### config.mk
export PLATFORM = sky130hd
export DESIGN_NAME = fpec_top
export DESIGN_NICKNAME = d
export VERILOG_FILES = /design/src/fpec_pkg.sv /design/src/fpec_timing_gen.sv /design/src/fpec_top.sv
export VERILOG_INCLUDE_DIRS = /design/src
export SDC_FILE = /design/constraint.sdc
export NUM_CORES = 1
export LEC_CHECK = 0
export ABC_AREA = 0
export BUFFER_PORTS_ARGS = -buffer_cell sky130_fd_sc_hd__buf_4
export CAP_MARGIN = 5
export CORE_MARGIN = 8
export CORE_UTILIZATION = 45
export CTS_CLUSTER_DIAMETER = 120
export DETAILED_ROUTE_END_ITERATION = 16
export PLACE_DENSITY = 0.8
export SETUP_SLACK_MARGIN = 0.15
export SYNTH_ARGS = -nofsm -noshare
export SYNTH_HDL_FRONTEND = slang
export SYNTH_SLANG_ARGS = --single-unit
### constraint.sdc
create_clock -name pclk -period 12.25 [get_ports pclk]
set_input_delay 2.45 -clock pclk [delete_from_list [all_inputs] [get_ports pclk]]
set_output_delay 2.45 -clock pclk [all_outputs]
set_load 0.005 [all_outputs]
### src/fpec_cfg.svh
// Purpose: Constants for the flash program/erase controller
// Assumes: APB byte addresses, 32-bit data words
// Notes: Register layout and timing counts live here
`ifndef FPEC_CFG_SVH
`define FPEC_CFG_SVH
// Register byte offsets
`define FPEC_MODE_OFS 12'h000
`define FPEC_TIMING_OFS 12'h004
`define FPEC_STATUS_OFS 12'h008
`define FPEC_IE_OFS 12'h00c
`define FPEC_IFG_OFS 12'h010
`define FPEC_ADDR_OFS 12'h014
`define FPEC_DATA_OFS 12'h018
`define FPEC_FUSE_OFS 12'h01c
// Key byte for the mode register
`define FPEC_KEY 8'ha5
// Byte shown in the key field when the mode or timing register is read
`define FPEC_KEY_READ 8'h96
// Mode register fields
`define FPEC_MODE_ERASE 1
`define FPEC_MODE_MERAS 2
`define FPEC_MODE_PROG 6
`define FPEC_MODE_SEGP 7
// Status register fields
`define FPEC_ST_BUSY 0
`define FPEC_ST_KEY_VIOLATION_FLAG 1
`define FPEC_ST_ACCV 2
`define FPEC_ST_WAIT 3
`define FPEC_ST_LOCK 4
// Interrupt enable / flag fields
`define FPEC_IRQ_OSC 1
`define FPEC_IRQ_PIN 4
`define FPEC_IRQ_ACCV 5
// Segment sizes in bytes
`define FPEC_MAIN_SEG_BYTES 512
`define FPEC_INFO_SEG_BYTES 128
// Operation lengths in timing-generator ticks
`define FPEC_PROG_TICKS 16'd35
`define FPEC_SEG_ERASE_TICKS 16'd4819
`define FPEC_MASS_ERASE_TICKS 16'd5297
// Timing register reset value
`define FPEC_TIMING_RST 8'h42
// Instruction word fed to a stalled fetch: jump to self
`define FPEC_JMP_SELF 16'h3fff
`endif

### src/fpec_pkg.sv
// Purpose: Types for the flash program/erase controller
// Assumes: Constants come from fpec_cfg.svh
// Notes: No numbers are held here
package fpec_pkg;
  typedef enum logic [2:0] {
    FPEC_OP_NONE, FPEC_OP_PROG, FPEC_OP_SEG_ERASE, FPEC_OP_MASS_MAIN, FPEC_OP_MASS_ALL
  } fpec_op_type;
  typedef struct packed {
    logic [15:0] addr;
    logic [7:0] data;
  } fpec_cmd_type;
  typedef struct packed {
    logic req;
    logic [15:0] addr;
  } fpec_fetch_type;
endpackage

### src/fpec_timing_gen.sv
// Purpose: Divided tick source and operation timer
// Assumes: Clock sources arrive as levels synchronous to pclk
// Notes: One tick per divided source edge
`timescale 1ns/1ps
`include "fpec_cfg.svh"
module fpec_timing_gen #(
  parameter int DIV_W = 6
) (
  input wire logic pclk,
  input wire logic presetn,
  input wire logic [2:0] src_sel_onehot,
  input wire logic [2:0] src_lvl,
  input wire logic [DIV_W-1:0] div,
  input wire logic start,
  input wire logic [15:0] ticks,
  output logic busy,
  output logic done
);
  logic src_q_r;
  logic src_now;
  logic src_edge;
  logic [DIV_W-1:0] pre_r;
  logic [15:0] cnt_r;
  logic tick;
  // Pick one of the three sources
  assign src_now = |(src_sel_onehot & src_lvl);
  assign src_edge = src_now & ~src_q_r;
  assign tick = src_edge && (pre_r == div);
  always_ff @(posedge pclk or negedge presetn) begin
    if (!presetn) begin
      src_q_r <= 1'b0;
    end else begin
      src_q_r <= src_now;
    end
  end
  // Division prescaler, factor div+1
  always_ff @(posedge pclk or negedge presetn) begin
    if (!presetn) begin
      pre_r <= '0;
    end else if (start || tick) begin
      pre_r <= '0;
    end else if (src_edge) begin
      pre_r <= pre_r + 1'b1;
    end
  end
  // Operation timer, all durations from the divided clock
  always_ff @(posedge pclk or negedge presetn) begin
    if (!presetn) begin
      cnt_r <= '0;
      busy <= 1'b0;
      done <= 1'b0;
    end else begin
      done <= 1'b0;
      if (start) begin
        cnt_r <= ticks;
        busy <= 1'b1;
      end else if (busy && tick) begin
        if (cnt_r <= 16'd1) begin
          busy <= 1'b0;
          done <= 1'b1;
          cnt_r <= '0;
        end else begin
          cnt_r <= cnt_r - 16'd1;
        end
      end
    end
  end
endmodule

### src/fpec_top.sv
// Purpose: Flash program/erase controller with APB registers
// Assumes: CPU fetches and boundary-scan requests are pclk-synchronous
// Notes: Array itself sits outside; this block drives its strobes
//
// Added by the designer: the register addresses and the APB register port.
`timescale 1ns/1ps
`include "fpec_cfg.svh"
module fpec_top #(
  parameter int MAIN_SEGS = 8,
  parameter int DIV_W = 6
) (
  input wire logic pclk,
  input wire logic presetn,
  input wire logic por_n,
  input wire logic [11:0] paddr,
  input wire logic psel,
  input wire logic penable,
  input wire logic pwrite,
  input wire logic [31:0] pwdata,
  output logic [31:0] prdata,
  output logic pready,
  output logic pslverr,
  input wire fpec_pkg::fpec_fetch_type fetch,
  output logic fetch_stall,
  output logic [15:0] fetch_word,
  input wire logic [2:0] clk_src_lvl,
  input wire logic reset_pin_event,
  input wire logic osc_fault_event,
  input wire logic scan_req,
  output logic scan_grant,
  output logic nmi_req,
  output logic puc_req,
  output logic busy_out,
  output fpec_pkg::fpec_op_type array_op,
  output fpec_pkg::fpec_cmd_type array_cmd,
  output logic array_info_sel
);
  localparam logic [15:0] MAIN_BASE = 16'(32'h0001_0000 - MAIN_SEGS * `FPEC_MAIN_SEG_BYTES);
  localparam logic [15:0] INFO_BASE = 16'h1000;
  localparam logic [15:0] INFO_END = INFO_BASE + 16'(2 * `FPEC_INFO_SEG_BYTES);
  logic [7:0] mode_r;
  logic [7:0] timing_r;
  logic key_viol_r, acc_viol_r, wait_r, lock_r;
  logic [7:0] ie_r, ifg_r;
  logic [15:0] addr_r;
  logic [7:0] data_r;
  logic fuse_r;
  logic puc_r;
  logic soft_rst_n;
  logic wr, mode_wr, key_ok, op_busy, op_done, start;
  logic seg_sess_r, ctl_busy, mode_ok, acc_hit;
  logic [15:0] ticks;
  fpec_pkg::fpec_op_type op_nxt;
  logic in_main, in_info;
  logic [2:0] src_onehot;
  // APB strobes; zero-wait slave
  assign wr = psel & penable & pwrite;
  assign mode_wr = wr && paddr == `FPEC_MODE_OFS;
  assign key_ok = pwdata[15:8] == `FPEC_KEY;
  // Session busy covers the gaps between segment-write bytes
  assign ctl_busy = op_busy || seg_sess_r;
  // Mode write lands when idle or when a segment write waits
  assign mode_ok = mode_wr && key_ok && (!ctl_busy || (seg_sess_r && wait_r));
  // Keyed mode write mid-operation, or a fetch from a busy array
  assign acc_hit = (mode_wr && key_ok && !mode_ok) || (fetch.req && op_busy);
  // Power-up-clear joins external reset and key failure
  assign soft_rst_n = presetn & ~puc_r;
  // Address windows of the array
  assign in_info = addr_r >= INFO_BASE && addr_r < INFO_END;
  assign in_main = addr_r >= MAIN_BASE;
  // Clear pulse when a mode register write has the wrong key byte
  always_ff @(posedge pclk or negedge presetn) begin
    if (!presetn) begin
      puc_r <= 1'b0;
    end else begin
      puc_r <= mode_wr && !key_ok && !puc_r;
    end
  end
  // Operation and tick count decode from mode bits alone
  always_comb begin
    op_nxt = fpec_pkg::FPEC_OP_NONE;
    ticks = `FPEC_PROG_TICKS;
    if (mode_r[`FPEC_MODE_MERAS] && mode_r[`FPEC_MODE_ERASE]) begin
      op_nxt = fpec_pkg::FPEC_OP_MASS_ALL;
      ticks = `FPEC_MASS_ERASE_TICKS;
    end else if (mode_r[`FPEC_MODE_MERAS]) begin
      op_nxt = fpec_pkg::FPEC_OP_MASS_MAIN;
      ticks = `FPEC_MASS_ERASE_TICKS;
    end else if (mode_r[`FPEC_MODE_ERASE]) begin
      op_nxt = fpec_pkg::FPEC_OP_SEG_ERASE;
      ticks = `FPEC_SEG_ERASE_TICKS;
    end else if (mode_r[`FPEC_MODE_PROG] || mode_r[`FPEC_MODE_SEGP]) begin
      op_nxt = fpec_pkg::FPEC_OP_PROG;
    end
  end
  // Writing the data register launches the selected operation
  assign start = wr && paddr == `FPEC_DATA_OFS && !op_busy && !lock_r && op_nxt != fpec_pkg::FPEC_OP_NONE
    && (in_main || in_info);
  // One-hot source select from timing bits 7:6; code 3 falls back to the third
  always_comb begin
    unique case (timing_r[7:6])
      2'd0: src_onehot = 3'b001;
      2'd1: src_onehot = 3'b010;
      default: src_onehot = 3'b100;
    endcase
  end
  fpec_timing_gen #(
    .DIV_W(DIV_W)
  ) u_tgen (
    .pclk(pclk),
    .presetn(soft_rst_n),
    .src_sel_onehot(src_onehot),
    .src_lvl(clk_src_lvl),
    .div(timing_r[DIV_W-1:0]),
    .start(start),
    .ticks(ticks),
    .busy(op_busy),
    .done(op_done)
  );
  // Mode register with key and busy guard
  always_ff @(posedge pclk or negedge soft_rst_n) begin
    if (!soft_rst_n) begin
      mode_r <= 8'h00;
    end else if (mode_ok) begin
      mode_r <= pwdata[7:0];
    end else if (op_done && !mode_r[`FPEC_MODE_SEGP]) begin
      mode_r[`FPEC_MODE_ERASE] <= 1'b0;
      mode_r[`FPEC_MODE_MERAS] <= 1'b0;
    end
  end
  // Timing register
  always_ff @(posedge pclk or negedge soft_rst_n) begin
    if (!soft_rst_n) begin
      timing_r <= `FPEC_TIMING_RST;
    end else if (wr && paddr == `FPEC_TIMING_OFS && pwdata[15:8] == `FPEC_KEY && !op_busy) begin
      timing_r <= pwdata[7:0];
    end
  end
  // Status: lock writable anytime; wait cleared by start, set by done
  always_ff @(posedge pclk or negedge soft_rst_n) begin
    if (!soft_rst_n) begin
      lock_r <= 1'b0;
      wait_r <= 1'b1;
    end else begin
      if (wr && paddr == `FPEC_STATUS_OFS) begin
        lock_r <= pwdata[`FPEC_ST_LOCK];
      end
      if (start) begin
        wait_r <= 1'b0;
      end else if (op_done) begin
        wait_r <= 1'b1;
      end
    end
  end
  // Segment-write session: from first byte until mode leaves segment write
  always_ff @(posedge pclk or negedge soft_rst_n) begin
    if (!soft_rst_n) begin
      seg_sess_r <= 1'b0;
    end else if (start && mode_r[`FPEC_MODE_SEGP]) begin
      seg_sess_r <= 1'b1;
    end else if (mode_ok && !pwdata[`FPEC_MODE_SEGP]) begin
      seg_sess_r <= 1'b0;
    end
  end
  // Violation flag, set beats clear
  always_ff @(posedge pclk or negedge soft_rst_n) begin
    if (!soft_rst_n) begin
      acc_viol_r <= 1'b0;
    end else if (acc_hit) begin
      acc_viol_r <= 1'b1;
    end else if (wr && paddr == `FPEC_STATUS_OFS) begin
      acc_viol_r <= pwdata[`FPEC_ST_ACCV];
    end
  end
  // Key flag survives clear; power-on only
  always_ff @(posedge pclk or negedge por_n) begin
    if (!por_n) begin
      key_viol_r <= 1'b0;
    end else if (mode_wr && !key_ok) begin
      key_viol_r <= 1'b1;
    end else if (wr && paddr == `FPEC_STATUS_OFS) begin
      key_viol_r <= pwdata[`FPEC_ST_KEY_VIOLATION_FLAG];
    end
  end
  // Shared interrupt enables and sticky flags
  always_ff @(posedge pclk or negedge soft_rst_n) begin
    if (!soft_rst_n) begin
      ie_r <= 8'h00;
      ifg_r <= 8'h00;
    end else begin
      if (wr && paddr == `FPEC_IE_OFS) begin
        ie_r <= pwdata[7:0];
      end
      if (wr && paddr == `FPEC_IFG_OFS) begin
        ifg_r <= pwdata[7:0];
      end
      if (reset_pin_event) begin
        ifg_r[`FPEC_IRQ_PIN] <= 1'b1;
      end
      if (osc_fault_event) begin
        ifg_r[`FPEC_IRQ_OSC] <= 1'b1;
      end
      if (acc_hit) begin
        ifg_r[`FPEC_IRQ_ACCV] <= 1'b1;
      end
    end
  end
  // Target address register
  always_ff @(posedge pclk or negedge soft_rst_n) begin
    if (!soft_rst_n) begin
      addr_r <= 16'h0000;
      data_r <= 8'h00;
    end else begin
      if (wr && paddr == `FPEC_ADDR_OFS && !op_busy) begin
        addr_r <= pwdata[15:0];
      end
      if (start) begin
        data_r <= pwdata[7:0];
      end
    end
  end
  // Fuse: once blown, never clears except power-on
  always_ff @(posedge pclk or negedge por_n) begin
    if (!por_n) begin
      fuse_r <= 1'b0;
    end else if (wr && paddr == `FPEC_FUSE_OFS && pwdata[7:0] == `FPEC_KEY) begin
      fuse_r <= 1'b1;
    end
  end
  // Registered outputs
  always_ff @(posedge pclk or negedge presetn) begin
    if (!presetn) begin
      prdata <= 32'h0000_0000;
      pready <= 1'b0;
      pslverr <= 1'b0;
      fetch_stall <= 1'b0;
      fetch_word <= 16'h0000;
      scan_grant <= 1'b0;
      nmi_req <= 1'b0;
      puc_req <= 1'b0;
      busy_out <= 1'b0;
      array_op <= fpec_pkg::FPEC_OP_NONE;
      array_cmd <= '0;
      array_info_sel <= 1'b0;
    end else begin
      pready <= psel & ~penable;
      pslverr <= 1'b0;
      prdata <= 32'h0000_0000;
      if (psel && !penable && !pwrite) begin
        unique case (paddr)
          `FPEC_MODE_OFS: prdata <= {16'h0000, `FPEC_KEY_READ, mode_r};
          `FPEC_TIMING_OFS: prdata <= {16'h0000, `FPEC_KEY_READ, timing_r};
          `FPEC_STATUS_OFS: prdata <= {27'h0, lock_r, wait_r, acc_viol_r, key_viol_r, ctl_busy};
          `FPEC_IE_OFS: prdata <= {24'h0, ie_r};
          `FPEC_IFG_OFS: prdata <= {24'h0, ifg_r};
          `FPEC_ADDR_OFS: prdata <= {16'h0, addr_r};
          `FPEC_DATA_OFS: prdata <= {24'h0, data_r};
          `FPEC_FUSE_OFS: prdata <= {31'h0, fuse_r};
          default: prdata <= 32'h0000_0000;
        endcase
      end
      if (psel && !penable && !(paddr inside {`FPEC_MODE_OFS, `FPEC_TIMING_OFS, `FPEC_STATUS_OFS, `FPEC_IE_OFS,
          `FPEC_IFG_OFS, `FPEC_ADDR_OFS, `FPEC_DATA_OFS, `FPEC_FUSE_OFS})) begin
        pslverr <= 1'b1;
      end
      // Busy fetches see the jump-to-self word
      fetch_stall <= fetch.req && op_busy;
      fetch_word <= `FPEC_JMP_SELF;
      scan_grant <= scan_req && !fuse_r;
      // Shared request from any enabled source flag
      nmi_req <= |(ie_r & ifg_r & 8'h32);
      puc_req <= puc_r;
      busy_out <= op_busy || start;
      array_op <= start ? op_nxt : (op_busy ? array_op : fpec_pkg::FPEC_OP_NONE);
      if (start) begin
        array_cmd <= '{addr: addr_r, data: pwdata[7:0]};
        array_info_sel <= in_info;
      end
    end
  end
endmodule

# == Word-level counts from Yosys, hierarchy flattened ==
# Cells that the tools add are included.
# totals
ff_bits,156
latchBits,0
ramBits,0
romBits,0
output_inout_bits,83
word_cells,172
n_memories,0
# op_classes
n_addsub,2
multipliers,0
n_div,0
magnitude_cmp,4
n_eq_ne,12
shifts,0
muxes,38
bitwise_logic,10
reduce_logical,71
# ops
cell,count
$pmux 16 s8,1
$eq 12x5->1 const B,4
$mux 16,3
$mux 13,3
$logic_and 1x1->1,34
$mux 32,1
$eq 12x4->1 const B,2
$reduce_bool 2->1,11
$mux 1,19
$mux 6,3
$eq 8x8->1 const B,2
$ge 16x13->1 const B,1
$ge 16x16->1 const B,1
$le 16x1->1 const B,1
$lt 16x13->1 const B,1
$sub 16x1->16 const B,1
$eq 12x3->1 const B,1
$logic_not 1->1,12
$logic_not 12->1,1
$mux 3,3
$mux 2,4
$reduce_bool 8->1,1
$logic_or 1x1->1,7
$add 6x1->6 const B,1
12 further kinds,19

# == Depth between registers and ports, before layout ==
# logic_depth
ltp_word,10
mapped_depth,9
mapped_depth_nobuf,8

# == Modules after synthesis ==
# A second synthesis with hierarchy kept.
# hier_totals
hier_cells,598
hier_area_um2,6876.6
# modules_own_cells
module,n_inst,cells_per_inst,area_each_um2,seq_area_each_um2
fpec_top,1,420,5290.1,2881.5
fpec_timing_gen,1,178,1586.5,625.6

# == Least setup slack after synthesis ==
# OpenSTA, ideal clock, no wires.
# synth_path
path_kind,input -> register
from,input port paddr[7]
to,register addr_r[5]
setup_time_ns,0.125
arrival_time_ns,4.069
required_time_ns,12.125
setup_slack_ns,8.056
cell_stages,7
path_buffers,1
cell_sequence,nor4_4 > nand2_2 > nor2_4 > nand2_2 > nor4_4 > buf_6 > mux2_2
# synth_via
elab_chain_cells,3
# synth_rtl
element,line_no,rtl
start: declaration,fpec_top.sv:15,"input wire logic [11:0] paddr,"
$eq 12x5->1,n/a,
$logic_and 1x1->1 (no source line),n/a,
$logic_and 1x1->1,fpec_top.sv:214,if (wr && paddr == `FPEC_ADDR_OFS && !op_busy) begin
end signal: assignment,fpec_top.sv:215,addr_r <= pwdata[15:0];
end: declaration,fpec_top.sv:45,logic [15:0] addr_r;
# Every way passes these cells.
# A chain may end at the register's enable or synchronous reset.

# == Worst setup path after layout ==
# layout_path
from,input port paddr[7]
to,register u_tgen.cnt_r[6]
# layout_via
elab_chain_cells,7
elab_cells_between_ends,8
cone_classes,eq/ne (1); mux (1); reduce/logical (6)
# layout_rtl
element,line_no,rtl
$eq 12x5->1 *,n/a,
$logic_and 1x1->1 (no source line) *,n/a,
$logic_and 1x1->1 * (4 in series),fpec_top.sv:97,assign start = wr && paddr == `FPEC_DATA_OFS && !op_busy && !lock_r && op_nxt != fpec_pkg::FPEC_OP_NONE
$mux 16 / $reduce_bool 2->1 (equally long branches),n/a,
end signal: assignment,fpec_timing_gen.sv:55,cnt_r <= ticks;
end signal: assignment,fpec_timing_gen.sv:63,cnt_r <= cnt_r - 16'd1;
end: declaration,fpec_timing_gen.sv:23,logic [15:0] cnt_r;
# Every way passes the cells marked *; elsewhere a longest branch is shown, timed or not.

==> metrics.md <==
| Metric | Value |
|---|---|
| Fillers | `1238` |
| Fin Setup TNS | `0 ns` |
| Routed wire per std cell | `18.9 um` |
| Post-Syn Instances | `632` |
| Max cap viols | `0` |
| Post-CTS Resized | `0` |
| Via-to-Cell Ratio | `5.68` |
| Max_slew headroom | `16.2%` |
| Die width | `138 um` |
| Die height | `138 um` |
| Worst min path class | `reg2reg` |
| Post-synth EDFFs | `0` |
| Final Non-Filler Cells | `918` |
| Diodes inserted | `0` |
| GP Congestion | `0.836` |
| Hold_buf cts | `0` |
| PortBufs | `105` |
| Full die area | `0.0190 mm2` |
| Least-Margin Pin Slew | `1.25 ns` |
| Status | `finished, final reports clean` |
| Top cells by area, synth | `dfrtp_1, mux2_2, nand2_1` |
| Effective utilization at floorplan | `45.9%` |
| First DRT Iteration DRCs | `380` |
| Final setup viols | `0` |
| Global-route wire length before repair | `27500 um` |
| Drt first pass iters | `5` |
| FMAX | `219 MHz` |
| Layout cells sized above 1 | `28.2%` |
| Synthesis-to-layout area growth | `20.2%` |
| Multi-input gate area | `0.00287 mm2` |
| Final Hold Fails | `0` |
| Cts bufs inserted | `17` |
| Inst Count DP | `887` |
| Clock Sinks | `140` |
| GRT overflow | `0` |
| Crit end category | `flip-flop` |
| M3 GR Usage | `5.07%` |
| Mean Syn Cell Area | `10.6 um2` |
| Sequential element share of the synthesized area | `52.5%` |
| CP Data Required Time | `12.60 ns` |
| Count leader, synth | `dfrtp_1` |
| Initial antenna violation count | `0` |
| Area share of the largest cell type after synthesis | `51.3%` |
| Pins over their slew limit | `0` |
| DP HPWL | `11900 um` |
| Final period util | `37.3%` |
| DRT Wirelength | `17400 um` |
| CTS max path bufs | `2` |
| GR peak layer | `met2` |
| Post-synth ARST share | `100%` |
| Leak Pwr | `4.07 nW` |
| Register area | `0.00351 mm2` |
| Met1 global-route usage | `23.8%` |
| Routed vias | `5215` |
| Floorplan core area | `0.0145 mm2` |
| Worst setup path class | `in2reg` |
| Clock Pin Slew Worst Setup and Hold Paths | `0.05 ns` |
| Ys Warns | `0` |
| Worst skew pair latency | `0.41 ns` |
| Post-synth top cells | `dfrtp_1, nand2_1, mux2_2, nor2_1, buf_4` |
| Num ports | `156` |
| Crit-path max FO | `29` |
| GRT Resource Usage Total | `18.8%` |
| Vias in the first global route | `5207` |
| Ys flop type | `dfrtp_1` |
| Total setup buffers inserted after CTS | `0` |
| Cell variety after synth | `60` |
| CTS tree | `yes` |
| Clock Tree Root | `clkbuf_16` |
| Peak VDD IR | `101 uV` |
| Cell taking the most area after synthesis | `dfrtp_1` |
| # rows | `44` |
| Final worst path period need | `4.56 ns` |
| Worst setup SP type | `input port` |
| Critical path arrival | `4.91 ns` |
| Unrepaired setup endpoints after global routing | `no` |
| Final ANT Viol Nets | `0` |
| Drt drc | `0` |
| Post-Syn Area | `0.00668 mm2` |
| PD cells | `130 mW/mm2` |
| Htree depth | `4` |
| #FFs+latches synth | `140` |
| Nets | `802` |
| Largest net degree at the start of global routing | `55` |
| Skew final | `0.00491 ns` |
| Met2 Use GR | `29.5%` |
area by class of cell:
type	count	share of cell area, %
Inverter	9	0.421
Tap cell	184	2.87
Timing Repair Buffer	108	10.1
Sequential cell	140	43.7
Multi-Input combinational cell	446	35.8
Clock inverter	9	1.50
Clock buffer	22	5.66
layout by cell type (no fill, tap or decap), types with 4 or more instances in the layout:
| cell type | count |
|---|---|
| a21oi_1 | 19 |
| a221oi_1 | 4 |
| and2_1 | 7 |
| and3_1 | 6 |
| buf_4 | 108 |
| clkbuf_1 | 4 |
| clkbuf_16 | 17 |
| clkinv_2 | 6 |
| conb_1 | 19 |
| dfrtp_1 | 137 |
| ha_1 | 7 |
| inv_1 | 9 |
| mux2_1 | 7 |
| mux2_2 | 43 |
| mux2i_1 | 14 |
| nand2_1 | 120 |
| nand2b_1 | 5 |
| nand3_1 | 14 |
| nand3b_1 | 6 |
| nor2_1 | 35 |
| nor2b_1 | 8 |
| nor3_1 | 15 |
| nor4_1 | 9 |
| o211ai_1 | 4 |
| o21ai_0 | 26 |
| or2_2 | 6 |
| or3_1 | 8 |
| xor2_1 | 6 |
registers in the layout, summed over array words and instances (netlist names), 3 cells and up:
name,count
addr_r,16
array_cmd,24
array_op,3
data_r,8
ie_r,8
ifg_r,8
mode_r,8
prdata,16
timing_r,8
u_tgen.cnt_r,16
u_tgen.pre_r,6
layer usage:
layer | wire (um) | share of wire (%) | vias up
met1 | 6930 | 40 | 2563
met3 | 1720 | 9.9 | 40
li1 | - | - | 2353
met2 | 8230 | 47 | 259
met5 | 0 | 0 | -
met4 | 502 | 2.9 | 0
path summary, 6_finish.rpt:
| check | to | from | slack, ns | cells past startpoint |
|---|---|---|---|---|
| min in group asynchronous | ie_r[2] | puc_r | 0.72 | 1 |
| max in group asynchronous | u_tgen.cnt_r[6] | presetn | 8.00 | 3 |
| min reg2reg | array_cmd[18] | array_cmd[18] | 0.46 | 2 |
| min | array_cmd[18] | array_cmd[18] | 0.46 | 2 |
| max reg2reg | u_tgen.cnt_r[6] | mode_r[1] | 9.56 | 8 |
| max | u_tgen.cnt_r[6] | paddr[7] | 7.69 | 8 |
cell families (layout without fill, tap and decap cells):
group	Yosys count	after routing	synth area share, %
compound gates	82	82	7.96
xor+xnor	6	6	0.787
fa+ha+maj	7	7	1.31
buf+inv	63	148	5.68
flops	140	140	52.5
mux	66	66	11.2
other cells	2	19	0.112
simple gates	266	266	20.4
per-stage QoR:
| step | hold slack (ns) | cell area, um2 | setup WS [ns] | utilization (%) | power (mW) |
|---|---|---|---|---|---|
| global route | 0.486 | 8030 | 7.52 | 55.2 | 1.09 |
| finish | 0.464 | 8030 | 7.69 | 55.2 | 1.05 |
| global placement | 0.451 | 7450 | 7.31 | 51.3 | 0.546 |
| CTS | 0.470 | 8030 | 7.70 | 55.2 | 1.05 |
| floorplan | 0.375 | 6740 | 4.61 | - | 0.523 |
| detailed placement | 0.457 | 7450 | 7.31 | 51.3 | 0.548 |
critical path, stage by stage:
cell	delay (ns)
buf_4	0.12
nor4_4	0.33
nand3_2	0.22
or2_2	0.38
nor4b_4	0.68
buf_4	0.46
a22oi_1	0.16
nand2_1	0.10
where the power goes:
| part | switching, mW | total (mW) | internal (mW) |
|---|---|---|---|
| clock | 0.184 | 0.506 | 0.322 |
| combinational | 0.0397 | 0.0669 | 0.0273 |
| sequential | 0.00699 | 0.475 | 0.468 |
| total | 0.230 | 1.05 | 0.817 |
Note: power is estimated with default switching activity, not from simulation.
